==> config.mk <==
export PLATFORM = sky130hd
export DESIGN_NAME = bldc_commutation_sequencer
export DESIGN_NICKNAME = d
export VERILOG_FILES = /design/src/bldc_commutation_sequencer.v /design/src/offtime_oneshot.v
export VERILOG_INCLUDE_DIRS = /design/src
export SDC_FILE = /design/constraint.sdc
export NUM_CORES = 1
export LEC_CHECK = 0
export BUFFER_PORTS_ARGS = -buffer_cell sky130_fd_sc_hd__buf_2
export CAP_MARGIN = 20
export CORE_MARGIN = 5
export CORE_UTILIZATION = 36
export CTS_BUF_LIST = sky130_fd_sc_hd__clkbuf_8
export CTS_CLUSTER_DIAMETER = 80
export CTS_CLUSTER_SIZE = 10
export DETAILED_ROUTE_END_ITERATION = 10
export PLACE_DENSITY_LB_ADDON = 0.05
export RECOVER_POWER = 100
export SYNTH_ARGS = -nofsm -noshare
export SYNTH_HDL_FRONTEND = slang
export SYNTH_SLANG_ARGS = --single-unit
export TNS_END_PERCENT = 50
==> constraint.sdc <==
create_clock -name i_clk_sys -period 4.61 [get_ports i_clk_sys]
set_input_delay 0.2305 -clock i_clk_sys [delete_from_list [all_inputs] [get_ports i_clk_sys]]
set_output_delay 0.2305 -clock i_clk_sys [all_outputs]
set_load 0.02 [all_outputs]
==> src/commutation_defs.vh <==
`ifndef COMMUTATION_DEFS_VH
`define COMMUTATION_DEFS_VH

// ----------------------------------------------------------------
// sequencer state codes
// ----------------------------------------------------------------
`define ST_ALIGN        3'h0
`define ST_A            3'h1
`define ST_B            3'h2
`define ST_C            3'h3
`define ST_D            3'h4
`define ST_E            3'h5
`define ST_F            3'h6

// ----------------------------------------------------------------
// start-up modes
// ----------------------------------------------------------------
`define MODE_ALIGN      2'h0
`define MODE_RAMP       2'h1
`define MODE_RUN        2'h2

// ----------------------------------------------------------------
// sense select codes
// ----------------------------------------------------------------
`define SENSE_NONE      2'h0
`define SENSE_A         2'h1
`define SENSE_B         2'h2
`define SENSE_C         2'h3

// ----------------------------------------------------------------
// current-limit off time
// ----------------------------------------------------------------
`define OFFTIME_NS      20000
`define CLK_PERIOD_NS   10
`define OFFTIME_CYCLES  ((`OFFTIME_NS + `CLK_PERIOD_NS - 1) / `CLK_PERIOD_NS)
`define OFF_CNT_W       16

`endif

==> src/bldc_commutation_sequencer.v <==
// Functional notes
// - each run state drives one low side and one high side, different phases
// - each rising rate-clock edge in ramp and run steps A..F and wraps back to A
// - align state: low B, high A and C on, no sensing
// - state A: low C, high A, sense phase B
// - state B: low C, high B, sense phase A
// - state C: low A, high B, sense phase C
// - state D: low A, high C, sense phase B
// - state E: low B, high C, sense phase A
// - state F: low B, high A, sense phase C
// - low drives active high, high drives active low
// - overcurrent fires one-shot forcing all low drives off
// - low drive outputs combine state decode, PWM duty, current-limit shutdown and undervoltage; high drives use state decode and undervoltage only
// - undervoltage turns every driver off until it clears
// - rate clock is echoed on a tachometer output
// - start-up goes align, then ramp, then back-EMF run
// - reset enters align, holds R until align timer trips, then ramp
// - ramp steps A..F without sensing, run when ramp timer trips
// - run mode enables back-EMF sampling
`timescale 1ns/1ps
`default_nettype none
`include "commutation_defs.vh"

module bldc_commutation_sequencer
(
	input  wire       i_clk_sys,
	input  wire       i_srst,
	input  wire       i_rate_clock,      // oscillator clock, async
	input  wire       i_pwm_duty,        // speed loop duty, async
	input  wire       i_overcurrent,     // current comparator, async
	input  wire       i_undervolt_flag_n,// low when supply is low, async
	input  wire       i_align_done,      // align timing comparator, async
	input  wire       i_ramp_done,       // ramp timing comparator, async
	output reg        o_low_drive_a,
	output reg        o_low_drive_b,
	output reg        o_low_drive_c,
	output reg        o_high_drive_a_n,
	output reg        o_high_drive_b_n,
	output reg        o_high_drive_c_n,
	output reg  [1:0] o_sense_select,
	output reg        o_sample_enable,
	output reg  [1:0] o_mode,
	output reg        o_rate_clock_out
);

	// ----------------------------------------------------------------
	// input synchronisers
	// ----------------------------------------------------------------
	reg [5:0] sync1_reg;
	reg [5:0] sync2_reg;
	reg       rate_prev_reg;

	// two flops on every outside input
	always @(posedge i_clk_sys)
	begin
		if (i_srst)
		begin
			sync1_reg <= 6'h10; // undervolt flag idles high
			sync2_reg <= 6'h10;
		end
		else
		begin
			sync1_reg <= {i_ramp_done, i_undervolt_flag_n, i_align_done,
				i_overcurrent, i_pwm_duty, i_rate_clock};
			sync2_reg <= sync1_reg;
		end
	end

	wire rate_s    = sync2_reg[0];
	wire pwm_s     = sync2_reg[1];
	wire ocur_s    = sync2_reg[2];
	wire align_s   = sync2_reg[3];
	wire uv_n_s    = sync2_reg[4];
	wire ramp_s    = sync2_reg[5];

	// rising edge of the rate clock steps the sequencer
	always @(posedge i_clk_sys)
	begin
		if (i_srst)
			rate_prev_reg <= 1'b0;
		else
			rate_prev_reg <= rate_s;
	end

	wire rate_step = rate_s & ~rate_prev_reg;

	// ----------------------------------------------------------------
	// current-limit one-shot
	// ----------------------------------------------------------------
	wire offtime_active;

	offtime_oneshot u_offtime
	(
		.i_clk_sys (i_clk_sys),
		.i_srst    (i_srst),
		.i_trip    (ocur_s),
		.o_active  (offtime_active)
	);

	// ----------------------------------------------------------------
	// start-up mode and commutation state
	// ----------------------------------------------------------------
	reg [1:0] mode_reg;
	reg [1:0] mode_next;
	reg [2:0] state_reg;
	reg [2:0] state_next;

	// next state in the six-step ring
	function [2:0] step_state;
		input [2:0] s;
		begin
			case (s)
				`ST_A:   step_state = `ST_B;
				`ST_B:   step_state = `ST_C;
				`ST_C:   step_state = `ST_D;
				`ST_D:   step_state = `ST_E;
				`ST_E:   step_state = `ST_F;
				`ST_F:   step_state = `ST_A;
				default: step_state = `ST_A;
			endcase
		end
	endfunction

	// mode sequencing and stepping
	always @*
	begin
		mode_next  = mode_reg;
		state_next = state_reg;
		case (mode_reg)
			`MODE_ALIGN:
			begin
				state_next = `ST_ALIGN;
				if (align_s)
				begin
					mode_next  = `MODE_RAMP;
					state_next = `ST_A;
				end
			end
			`MODE_RAMP:
			begin
				if (rate_step)
					state_next = step_state(state_reg);
				if (ramp_s)
					mode_next = `MODE_RUN;
			end
			`MODE_RUN:
			begin
				if (rate_step)
					state_next = step_state(state_reg);
			end
			default:
			begin
				mode_next  = `MODE_ALIGN;
				state_next = `ST_ALIGN;
			end
		endcase
	end

	always @(posedge i_clk_sys)
	begin
		if (i_srst)
		begin
			mode_reg  <= `MODE_ALIGN;
			state_reg <= `ST_ALIGN;
		end
		else
		begin
			mode_reg  <= mode_next;
			state_reg <= state_next;
		end
	end

	// ----------------------------------------------------------------
	// state decode: {low a,b,c, high a,b,c} active high, sense select
	// ----------------------------------------------------------------
	reg [5:0] drive_dec;
	reg [1:0] sense_dec;

	always @*
	begin
		case (state_reg)
			`ST_ALIGN:
			begin
				drive_dec = 6'h15;
				sense_dec = `SENSE_NONE;
			end
			`ST_A:
			begin
				drive_dec = 6'h0c;
				sense_dec = `SENSE_B;
			end
			`ST_B:
			begin
				drive_dec = 6'h0a;
				sense_dec = `SENSE_A;
			end
			`ST_C:
			begin
				drive_dec = 6'h22;
				sense_dec = `SENSE_C;
			end
			`ST_D:
			begin
				drive_dec = 6'h21;
				sense_dec = `SENSE_B;
			end
			`ST_E:
			begin
				drive_dec = 6'h11;
				sense_dec = `SENSE_A;
			end
			`ST_F:
			begin
				drive_dec = 6'h14;
				sense_dec = `SENSE_C;
			end
			default:
			begin
				drive_dec = 6'h00; // unused code: all off
				sense_dec = `SENSE_NONE;
			end
		endcase
	end
	// every run-state pattern above has one low and one high bit

	// ----------------------------------------------------------------
	// output combine and registers
	// ----------------------------------------------------------------
	wire low_gate  = pwm_s & ~offtime_active & uv_n_s;
	wire high_gate = uv_n_s;

	// gate drive registers, all switches off in reset
	always @(posedge i_clk_sys)
	begin
		if (i_srst)
		begin
			o_low_drive_a    <= 1'b0;
			o_low_drive_b    <= 1'b0;
			o_low_drive_c    <= 1'b0;
			o_high_drive_a_n <= 1'b1;
			o_high_drive_b_n <= 1'b1;
			o_high_drive_c_n <= 1'b1;
		end
		else
		begin
			o_low_drive_a    <= drive_dec[5] & low_gate;
			o_low_drive_b    <= drive_dec[4] & low_gate;
			o_low_drive_c    <= drive_dec[3] & low_gate;
			o_high_drive_a_n <= ~(drive_dec[2] & high_gate);
			o_high_drive_b_n <= ~(drive_dec[1] & high_gate);
			o_high_drive_c_n <= ~(drive_dec[0] & high_gate);
		end
	end

	// sense select, mode and tachometer registers
	always @(posedge i_clk_sys)
	begin
		if (i_srst)
		begin
			o_sense_select   <= `SENSE_NONE;
			o_sample_enable  <= 1'b0;
			o_mode           <= `MODE_ALIGN;
			o_rate_clock_out <= 1'b0;
		end
		else
		begin
			o_sense_select   <= sense_dec;
			o_sample_enable  <= (mode_reg == `MODE_RUN);
			o_mode           <= mode_reg;
			o_rate_clock_out <= rate_s;
		end
	end

endmodule // bldc_commutation_sequencer

`default_nettype wire

==> src/offtime_oneshot.v <==
`timescale 1ns/1ps
`default_nettype none
`include "commutation_defs.vh"

module offtime_oneshot
#(
	parameter OFF_CYCLES = `OFFTIME_CYCLES
)
(
	input  wire i_clk_sys,
	input  wire i_srst,
	input  wire i_trip,
	output wire o_active
);

	reg [`OFF_CNT_W-1:0] count_reg;
	reg [`OFF_CNT_W-1:0] count_next;

	// ----------------------------------------------------------------
	// one-shot counter
	// ----------------------------------------------------------------
	// start only when idle; trips while running are ignored
	always @*
	begin
		count_next = count_reg;
		if (count_reg != {`OFF_CNT_W{1'b0}})
			count_next = count_reg - {{(`OFF_CNT_W-1){1'b0}}, 1'b1};
		else if (i_trip)
			count_next = OFF_CYCLES[`OFF_CNT_W-1:0];
	end

	always @(posedge i_clk_sys)
	begin
		if (i_srst)
			count_reg <= {`OFF_CNT_W{1'b0}};
		else
			count_reg <= count_next;
	end

	assign o_active = (count_reg != {`OFF_CNT_W{1'b0}});

endmodule // offtime_oneshot

`default_nettype wire

; Yosys cells after proc, flatten, opt, wreduce, memory -nomap -nowiden
; Index checks and enable logic that the tools add are counted.
[word_totals]
reg_bits = 45
output_inout_bits = 12
[classes]
addsub = 1
n_eq_ne = 11
n_mux = 11
bitwise_logic = 15
reduce_logical = 9
[op_table]
columns = operator, n
row1 = one-hot mux 6 bit (7 select lines), 1
row2 = 2-to-1 mux 16 bit, 2
row3 = nonzero test 16 bit, 1
row4 = subtractor 16 x 1 -> 16 bit (second input constant), 1
row5 = one-hot mux 3 bit (5 select lines), 1
row6 = one-hot mux 2 bit (3 select lines), 2
row7 = AND 1 bit, 9
row8 = == test 3 bit (second input constant), 3
row9 = OR reduction 2 bit, 4
row10 = == test 3 x 2 -> 1 bit (second input constant), 2
row11 = inverter 1 bit, 6
row12 = one-hot mux 3 bit (2 select lines), 1
row13 = 2-to-1 mux 2 bit, 2
row14 = != test 2 bit (second input constant), 2
row15 = == test 3 x 1 -> 1 bit (second input constant), 1
row16 = logical NOT 3 bit, 1
row17 = 2-to-1 mux 3 bit, 1
row18 = AND reduction 3 bit, 1
row19 = == test 2 x 1 -> 1 bit (second input constant), 1
row20 = == test 2 bit (second input constant), 1
row21 = logical NOT 2 bit, 1
row22 = != test 2 x 1 -> 1 bit (second input constant), 1
row23 = nonzero test 2 bit, 1
row24 = 2-to-1 mux 1 bit, 1

; Longest topological paths before layout
; Gate-level depths: netlist of the first run.
[depth]
depth_word = 5
mapped_depth = 7

; By module
; From an unflattened synthesis of the first run, not the netlist that was laid out.
[unflattened]
cells_unflattened = 202
area_unflattened_um2 = 1974.4
[modules_own_cells]
columns = mod, n_inst, cells_each, area_per_inst_um2, seq_area_each_um2
row1 = bldc_commutation_sequencer, 1, 103, 1081.0, 580.6
row2 = offtime_oneshot, 1, 99, 893.4, 320.3

; Least setup slack after synthesis of the first run
; Ideal clock, no wire load.
[synth_timing]
path_type = register to register
startpoint = register u_offtime.count_reg[10]
endpoint = register u_offtime.count_reg[15]
t_arrival_ps = 1705
t_required_ps = 4487
path_slack_ps = 2781
path_stages_with_launch = 6
path_buffers = 1
period_less_slack_ps = 1829
cell_sequence = dfxtp_1 > buf_6 > or4_4 > nor4_4 > nor4_1 > mux2_1
[synth_via]
elab_chain_cells = 2
[synth_rtl]
columns = item, line_no
row1 = from (decl), offtime_oneshot.v:16  ; reg [`OFF_CNT_W-1:0] count_reg;
row2 = from (signal assigned), offtime_oneshot.v:35  ; count_reg <= {`OFF_CNT_W{1'b0}};
row3 = from (signal assigned), offtime_oneshot.v:37  ; count_reg <= count_next;
row4 = subtractor 16 x 1 -> 16 bit or nonzero test 16 bit (tied branches), "offtime_oneshot.v:27, offtime_oneshot.v:26"
row5 = 2-to-1 mux 16 bit or nonzero test 2 bit (tied branches), -
; Several ways; a longest one is shown, not always the timed one.
; A chain may end at the register's enable or synchronous reset.

; Worst setup path after layout of the first run
[layout_timing]
startpoint = register u_offtime.count_reg[2]
endpoint = register u_offtime.count_reg[15]
; The elaborated chain is that of the path after synthesis.

==> reports/results.tsv, run 1 <==
stage	metric	value	unit
timing	fin crit period	2.196	ns
drt	Vias/cell	4.958	
timing	Setup TNS	0	ns
cells_and_area	Finished Cell Area	2236	um2
cts	worst-skew pair later-pin latency	0.30	ns
timing	RSZ-0062 raised after global routing	false	
floorplan	# rows	27	
logic_synthesis	top-area cell type share of the netlist area	45.06	%
logic_synthesis	Post-synth top flop	dfxtp_1	
logic_synthesis	synth cell count leaders	dfxtp_1 (45), nand2_1 (18), nor2_1 (17), nor2b_1 (15), inv_1 (14)	
worst_setup_path	Worst Setup End Kind	flop	
global_route	Global Route met1 Usage	16.34	%
cells_and_area	Final Non-Filler Cells	312	
global_route	Tot GR Track Use	11.33	%
logic_synthesis	Synth async-reset ratio	0	%
drt	DRT Pass-1 Iters	4	
worst_setup_path	startpoint types	flop	
drt	detailed-route DRC error count	0	
cts	# resized after CTS	0	
worst_setup_path	critical path arrival	2.38	ns
pwr	PD cells	600.0	nW/um2
worst_hold_path	worst hold path type	in -> reg	
cells_and_area	number of flip-flops in the largest register	16	
logic_synthesis	Post-Synthesis Cells	221	
logic_synthesis	syn_nets	238	
logic_synthesis	share of the yosys chip area belonging to registers	45.06	%
placed_design	Detailed Place HPWL	2612	um
global_route	first-pass GRT wire length	6693	um
worst_setup_path	CP Class	reg -> reg	
floorplan	Die W	84.53	um
cts	Clock transition at path regs	0.08	ns
global_route	initial antenna violation count	0	
cells_and_area	fill count	555	
placed_design	GP Congestion	0.7784	
cts	number of buffers created by CTS	5	
logic_synthesis	average cell area after synthesis	9.047	um2
logic_synthesis	main area contributors after synthesis	dfxtp_1 (45%), ha_1 (5.6%), nor2b_1 (4.7%)	
pwr	Worst VDD drop	0.0001965	V
pwr	Leak	0.8374	nW
cells_and_area	nets@finish	256	
global_route	Overflow after GRT	0	
cts	TritonCTS clock tree	yes	
logic_synthesis	post-synthesis cell type count	48	
cts	CTS Buffer Depth	2	
cells_and_area	Inserted Diodes	0	
drt	via count	1547	
logic_synthesis	Synth Register Bits	45	
run	max_cap viols	1	
cts	htree depth	2	
logic_synthesis	Yosys top cell by area	dfxtp_1	
timing	final worst slack	2.414	ns
logic_synthesis	synthesized area	1999	um2
global_route	pin count of the biggest net entering global routing	44	
status	failing checks	max-capacitance violations, max-slew violations	
cts	hold_buf cts	0	
drt	DR iter-0 viols	88	
global_route	fraction of met3 tracks used by global routing	4.318	%
global_route	met2 usage	15.73	%
worst_setup_path	Worst EP required	4.80	ns
cts	Sink Count	45	
placed_design	worst slack at placement	2.667	ns
global_route	Most Crowded Layer GR	met1	
logic_synthesis	yosys warns	0	
floorplan	Die Area	7144	um2
cts	CTS Root Buffer Type	clkbuf_8	
timing	Slew Viols, Final	44	
cells_and_area	Area growth, synth to finish	11.83	%
floorplan	Initial Utilization	36.76	%
logic_synthesis	count leader, synth	dfxtp_1	
timing	Max-Slew Margin vs Limit	-15.83	%
timing	Final Hold Slack	0.1212	ns
timing	Worst Tran Pin Value	1.737	ns
timing	endpoints failing hold	0	
global_route	vias in the first global route	1434	
drt	Antenna Violating Nets Remaining	0	
logic_synthesis	Post-synth EDFFs	0	
status	status	finished, violations left	
floorplan	I/O pin count	20	
placed_design	placed inst area	2147	um2
timing	Final setup viols	0	
timing	crit share post-route	47.63	%
placed_design	number of port buffers	19	
timing	clock skew	0.005687	ns
cells_and_area	share of layout cells above drive strength 1	11.67	%
placed_design	cell count after placement	304	
timing	f_max	455.4	MHz
cts	postcts setup bufs	0	
drt	mean routed wirelength per cell	12.19	um
floorplan	core footprint	5439	um2
drt	DRT Wirelength	3804	um
floorplan	die span in y	84.53	um
worst_setup_path	worst-path maximum fanout	7	
-- stage by stage --
step                util [%]  total power [W]
finish                 41.11         0.001342
global route           41.11         0.001459
CTS                    41.52         0.001363
detailed placement     39.48         0.001058
global placement       39.48         0.001068
floorplan                  -        0.0009532
-- metal layers --
metal  wire, um  part of all wire, %
met2       1517                   40
met4         14                 0.37
met3        203                  5.3
met1       2068                   54
met5          0                    0
-- final timing paths --
check / startpoint / end / slack [ns] / cells past startpoint
setup / recovery: u_offtime.count_reg[2] / u_offtime.count_reg[15] / 2.41 / 4
hold / removal: i_undervolt_flag_n / sync1_reg[4] / 0.12 / 2
setup reg to reg: u_offtime.count_reg[2] / u_offtime.count_reg[15] / 2.41 / 4
hold reg to reg: sync1_reg[4] / sync2_reg[4] / 0.43 / 1
-- cell type report --
class | count | area [um2] | area share [%]
Multi-Input combinational cell | 154 | 1002 | 44.82
Tap cell | 72 | 90.09 | 4.029
Inverter | 14 | 52.55 | 2.350
Sequential cell | 45 | 900.9 | 40.29
Clock inverter | 3 | 42.54 | 1.903
Timing Repair Buffer | 19 | 78.83 | 3.525
Clock buffer | 5 | 68.82 | 3.078
-- power by group --
| part | total (W) | leakage (nW) | switching (W) | internal, W |
|---|---|---|---|---|
| Combinational | 0.000505 | 0.409 | 0.000284 | 0.000221 |
| Clock | 0.000298 | 0.0595 | 0.000137 | 0.000161 |
| Sequential | 0.000539 | 0.369 | 0.0000811 | 0.000458 |
| Total | 0.00134 | 0.837 | 0.000502 | 0.000840 |
-- critical path, cell delays in order (launching register included) --
cell	delay, ns
dfxtp_1	0.36
nor4_1	0.78
nand3_1	0.27
nor4_1	0.33
mux2_1	0.35
-- logic make-up after synthesis --
family                   count (synthesis)  share of synthesized area [%]
multiplexers                             5                          2.691
XOR/XNOR                                 4                          1.753
flip-flops                              45                          45.06
buffers and inverters                   22                          4.506
adder cells (fa/ha/maj)                  9                          5.632
AO/OA/AOI/OAI                           37                          12.02
AND/OR/NAND/NOR                         99                          28.35
-- layout by cell type, fill, tap and decap left out, drive strengths merged, types with 8 or more instances in the layout --
cell type  instances
nor2b             15
nor4               8
o21ai              8
inv               15
clkbuf            18
nand3              9
ha                 9
a21oi             13
nor2              17
nand2             18
dfxtp             45
(Power assumes the default switching activity.)
==> run 2: changes to the inputs <==
==> constraint.sdc (replaced) <==
create_clock -name i_clk_sys -period 2.2 [get_ports i_clk_sys]
set_input_delay 0.11 -clock i_clk_sys [delete_from_list [all_inputs] [get_ports i_clk_sys]]
set_output_delay 0.11 -clock i_clk_sys [all_outputs]
set_load 0.02 [all_outputs]
==> reports/results.tsv, run 2 (same netlist as run 1, synthesis figures left out) <==
stage	metric	value	unit
worst_setup_path	Worst EP required	2.38	ns
drt	DR iter-0 viols	81	
pwr	Switch Pwr	0.001058	W
timing	Slew Viols, Final	0	
pwr	switching share of power	37.32	%
cts	number of buffers created by CTS	5	
cells_and_area	sequential cell area	900.9	um2
timing	f_max	499.6	MHz
timing	Worst Tran Pin Value	1.228	ns
global_route	first-pass GRT wire length	7065	um
run	max_cap viols	0	
cells_and_area	number of flip-flops in the largest register	16	
cts	CTS Buffer Depth	2	
cells_and_area	Area growth, synth to finish	13.27	%
floorplan	# rows	27	
cts	worst-skew pair later-pin latency	0.29	ns
worst_setup_path	RR Startpoint	u_offtime.count_reg[10]	
global_route	pin count of the biggest net entering global routing	29	
cells_and_area	fill count	573	
timing	endpoints failing hold	0	
pwr	combinational share of power	39.1	%
worst_hold_path	worst hold path type	in -> reg	
drt	Antenna Violating Nets Remaining	0	
timing	Final setup viols	0	
cts	htree depth	2	
cts	CTS Root Buffer Type	clkbuf_8	
drt	detailed-route DRC error count	0	
placed_design	GP Congestion	0.8019	
worst_setup_path	critical path arrival	2.18	ns
worst_hold_path	hold path start	i_rate_clock	
timing	Setup TNS	0	ns
pwr	clock network power share	21.1	%
cts	Clock transition at path regs	0.08	ns
pwr	Pint	0.001777	W
cts	# resized after CTS	0	
floorplan	die span in y	84.53	um
drt	Vias/cell	4.921	
placed_design	number of port buffers	19	
timing	crit share post-route	90.99	%
global_route	Tot GR Track Use	12.09	%
global_route	Overflow after GRT	0	
drt	mean routed wirelength per cell	12.60	um
global_route	initial antenna violation count	0	
cts	TritonCTS clock tree	yes	
cells_and_area	Final Non-Filler Cells	317	
cells_and_area	nets@finish	262	
floorplan	core footprint	5439	um2
floorplan	Die Area	7144	um2
placed_design	Detailed Place HPWL	2806	um
cells_and_area	area of the multi-input gates	998.5	um2
timing	Max-Slew Margin vs Limit	18.15	%
timing	final worst slack	0.1982	ns
drt	DRT Wirelength	3994	um
cells_and_area	commonest non-fill, non-tap cell in the layout	dfxtp_1	
timing	fin crit period	2.002	ns
pwr	Worst VDD drop	0.0004098	V
timing	clock skew	0.005175	ns
cells_and_area	commonest cells after routing, fill and taps aside	dfxtp_1 (45), nand2_1 (18), nor2_1 (17)	
pwr	Leak	0.8541	nW
worst_setup_path	worst-path maximum fanout	9	
worst_setup_path	Worst Setup End Kind	flop	
floorplan	Die W	84.53	um
placed_design	worst slack at placement	0.2603	ns
cells_and_area	Inserted Diodes	0	
timing	RSZ-0062 raised after global routing	false	
worst_setup_path	CP Class	reg -> reg	
global_route	vias in the first global route	1458	
pwr	PD cells	1252	nW/um2
drt	DRT Pass-1 Iters	4	
worst_setup_path	startpoint types	flop	
cells_and_area	share of layout cells above drive strength 1	12.24	%
floorplan	I/O pin count	20	
pwr	sequential share of power	39.9	%
worst_setup_path	Setup crit start	u_offtime.count_reg[10]	
cts	Sink Count	45	
placed_design	cell count after placement	309	
status	status	finished, final reports clean	
floorplan	Initial Utilization	36.76	%
drt	via count	1560	
## run 2: cell types whose count changed in the layout (fill, tap and decap cells not counted)
| cell | change |
|---|---|
| inv_1 | -1 |
| buf_4 | +3 |
| dlygate4sd3_1 | +1 |
| or4_4 | -1 |
| clkinv_4 | -1 |
| or4_1 | +1 |
| clkbuf_1 | +2 |
| clkinv_2 | +1 |
## run 2: stage by stage
stage | utilization (%) | total power (W) | instance area (um2) | hold slack [ns]
5_1_grt | 41.64 | 0.003068 | 2265 | 0.02068
2_1_floorplan | - | 0.001997 | 1999 | 0.2138
3_5_place_dp | 40.17 | 0.002291 | 2185 | 0.2992
6_report | 41.64 | 0.002835 | 2265 | 0.02647
4_1_cts | 42.26 | 0.002909 | 2298 | 0.01193
3_3_place_gp | 40.17 | 0.002300 | 2185 | 0.3002
## run 2: metal layers
| layer | track usage (%) | part of all wire [%] | up-vias |
|---|---|---|---|
| met4 | 3.453 | 0.60 | 0 |
| met5 | 0 | 0 | - |
| met1 | 17.47 | 53 | 707 |
| li1 | - | - | 823 |
| met3 | 4.318 | 4.4 | 2 |
| met2 | 16.87 | 42 | 28 |
## run 2: critical path, stage by stage (launching register included)
cell	delay, ns
dfxtp_1	0.39
or4_1	0.61
nor4_4	0.45
nor4_1	0.13
mux2_1	0.32
## run 2: worst paths after layout
kind | slack (ns) | to | cells after the start
worst max-delay path | 0.20 | u_offtime.count_reg[15] | 4
worst min-delay path | 0.03 | sync1_reg[0] | 2
worst max register to register | 0.20 | u_offtime.count_reg[15] | 4
worst min register to register | 0.42 | sync2_reg[4] | 1
## run 2: cell type report
type	count	share of cell area, %
Clock inverter	2	1.547
Clock buffer	5	3.039
Inverter	14	2.320
Multi-Input combinational cell	154	44.09
Tap cell	72	3.978
Timing Repair Buffer	25	5.249
Sequential cell	45	39.78
## run 2: what timing repair did
item,CTS,global route
endpoints found under the setup margin,0,0
setup buffers,0,0
hold endpoints to repair,1,0
hold buffers,1,0
## run 2: power groups by stage
stage	logic, W	clock network (W)	registers (W)
2_1_floorplan	0.000889	0	0.00111
3_3_place_gp	0.00115	0	0.00115
3_5_place_dp	0.00114	0	0.00115
4_1_cts	0.00115	0.000627	0.00113
5_1_grt	0.00125	0.000661	0.00116
6_report	0.00111	0.000597	0.00113
==> run 3: changes to the inputs <==
--- a/config.mk
+++ b/config.mk
@@ -9,7 +9,7 @@
 export BUFFER_PORTS_ARGS = -buffer_cell sky130_fd_sc_hd__buf_2
 export CAP_MARGIN = 20
 export CORE_MARGIN = 5
-export CORE_UTILIZATION = 36
+export CORE_UTILIZATION = 35
 export CTS_BUF_LIST = sky130_fd_sc_hd__clkbuf_8
 export CTS_CLUSTER_DIAMETER = 80
 export CTS_CLUSTER_SIZE = 10
==> reports/results.tsv, run 3 (same netlist as run 1, synthesis figures left out) <==
stage	metric	value	unit
placed_design	number of port buffers	19	
global_route	first-pass GRT wire length	7120	um
cells_and_area	Finished Cell Area	2278	um2
cells_and_area	Final Non-Filler Cells	317	
global_route	vias in the first global route	1594	
timing	crit share post-route	89.85	%
cells_and_area	Final Core Density	41.12	%
worst_hold_path	hold worst-path end	sync1_reg[1]	
floorplan	Initial Utilization	36.09	%
worst_hold_path	Hold Path Depth	2	
worst_setup_path	startpoint types	flop	
worst_setup_path	R2R Setup Slk	0.22	ns
cts	CTS Root Buffer Type	clkbuf_8	
cells_and_area	Area growth, synth to finish	13.96	%
timing	Slew Viols, Final	0	
worst_setup_path	worst r2r dst	u_offtime.count_reg[15]	
pwr	Worst VDD drop	0.0004311	V
drt	via count	1566	
timing	endpoints failing hold	0	
timing	clock skew	0.006041	ns
timing	Max-Slew Margin vs Limit	32.33	%
floorplan	Die Area	7324	um2
floorplan	Die W	85.58	um
cts	CTS Buffer Depth	2	
timing	RSZ-0062 raised after global routing	false	
drt	Vias/cell	4.940	
worst_hold_path	hold path start	i_pwm_duty	
drt	detailed-route DRC error count	0	
placed_design	placed inst area	2177	um2
cells_and_area	number of flip-flops in the largest register	16	
global_route	Tot GR Track Use	11.93	%
cts	Sink Count	45	
run	max_cap viols	0	
global_route	Overflow after GRT	0	
status	status	finished, final reports clean	
pwr	PD cells	1244	nW/um2
worst_hold_path	worst hold path type	in -> reg	
global_route	Global Route met1 Usage	14.94	%
worst_setup_path	CP Class	reg -> reg	
global_route	met2 usage	19.84	%
worst_setup_path	critical path arrival	2.17	ns
cts	number of buffers created by CTS	5	
pwr	Leak	0.8552	nW
worst_setup_path	Worst EP required	2.39	ns
drt	mean routed wirelength per cell	12.44	um
placed_design	Detailed Place HPWL	2851	um
drt	Antenna Violating Nets Remaining	0	
floorplan	# rows	27	
cts	# resized after CTS	0	
placed_design	cell count after placement	308	
timing	Setup TNS	0	ns
cts	Clock transition at path regs	0.09	ns
pwr	Pwr Total	0.002835	W
cells_and_area	Inserted Diodes	0	
global_route	pin count of the biggest net entering global routing	25	
global_route	initial antenna violation count	0	
global_route	Most Crowded Layer GR	met2	
cts	htree depth	2	
cells_and_area	commonest non-fill, non-tap cell in the layout	dfxtp_1	
drt	DRT Pass-1 Iters	4	
floorplan	core footprint	5540	um2
timing	Final setup viols	0	
worst_setup_path	RR Startpoint	u_offtime.count_reg[10]	
worst_setup_path	R2R depth	4	
cells_and_area	commonest cells after routing, fill and taps aside	dfxtp_1 (45), nand2_1 (18), nor2_1 (17)	
timing	f_max	505.9	MHz
worst_setup_path	worst-path maximum fanout	9	
drt	DRT Wirelength	3943	um
worst_setup_path	Worst Setup End Kind	flop	
placed_design	GP Congestion	0.7792	
cts	worst-skew pair later-pin latency	0.30	ns
global_route	fraction of met3 tracks used by global routing	2.978	%
drt	DR iter-0 viols	96	
cts	TritonCTS clock tree	yes	
floorplan	die span in y	85.58	um
cells_and_area	share of layout cells above drive strength 1	13.06	%
timing	fin crit period	1.977	ns
floorplan	I/O pin count	20	
timing	Worst Tran Pin Value	1.015	ns
cells_and_area	nets@finish	261	
run 3: cell count changes in the layout (fill, tap and decap cells not counted), sizes merged:
cell / before / now
clkbuf: 20 / 19
clkinvlp: 0 / 1
run 3: through the flow:
stage               worst slack (ns)  hold WS (ns)
finish                        0.2232       0.01437
global placement              0.3018        0.2943
CTS                           0.2794      0.004196
detailed placement            0.2976        0.2948
global route                 0.08979       0.01033
floorplan                     0.3711        0.2138
run 3: final cells by class:
| class | count | area, um2 |
|---|---|---|
| Fill cell | 586 | 3262 |
| Multi-Input combinational cell | 154 | 1005 |
| Sequential cell | 45 | 900.9 |
| Timing Repair Buffer | 24 | 115.1 |
| Tap cell | 72 | 90.09 |
| Clock buffer | 5 | 68.82 |
| Inverter | 14 | 52.55 |
| Clock inverter | 3 | 46.29 |
run 3: worst max-delay path, stage by stage, from the launching register on:
cell	delay (ns)
dfxtp_1	0.38
or4_1	0.61
nor4_4	0.45
nor4_1	0.12
mux2_1	0.32
run 3: where the power goes:
part / switching (W) / internal, W
clock: 0.000288 / 0.000340
sequential: 0.000170 / 0.000960
combinational: 0.000606 / 0.000470
run 3: worst max path at each step:
stage	from	endpoint	slack [ns]	depth (start not counted)
final	u_offtime.count_reg[10]	u_offtime.count_reg[15]	0.22	4
after global routing	u_offtime.count_reg[0]	u_offtime.count_reg[5]	0.09	6
after CTS	u_offtime.count_reg[10]	u_offtime.count_reg[15]	0.28	4
after detailed placement	u_offtime.count_reg[10]	u_offtime.count_reg[15]	0.30	4
after global placement	u_offtime.count_reg[10]	u_offtime.count_reg[15]	0.30	4
after floorplan	u_offtime.count_reg[10]	u_offtime.count_reg[15]	0.37	5
run 3: metal layers:
layer | routed length [um] | vias to the layer above
li1 | - | 820
met1 | 1887 | 712
met2 | 1800 | 29
met3 | 194 | 5
met4 | 60 | 0
met5 | 0 | -
run 3: timing repair:
action | in CTS | in global routing
hold buffers | 1 | 0
setup buffers | 0 | 0
endpoints found under the hold margin | 1 | 0
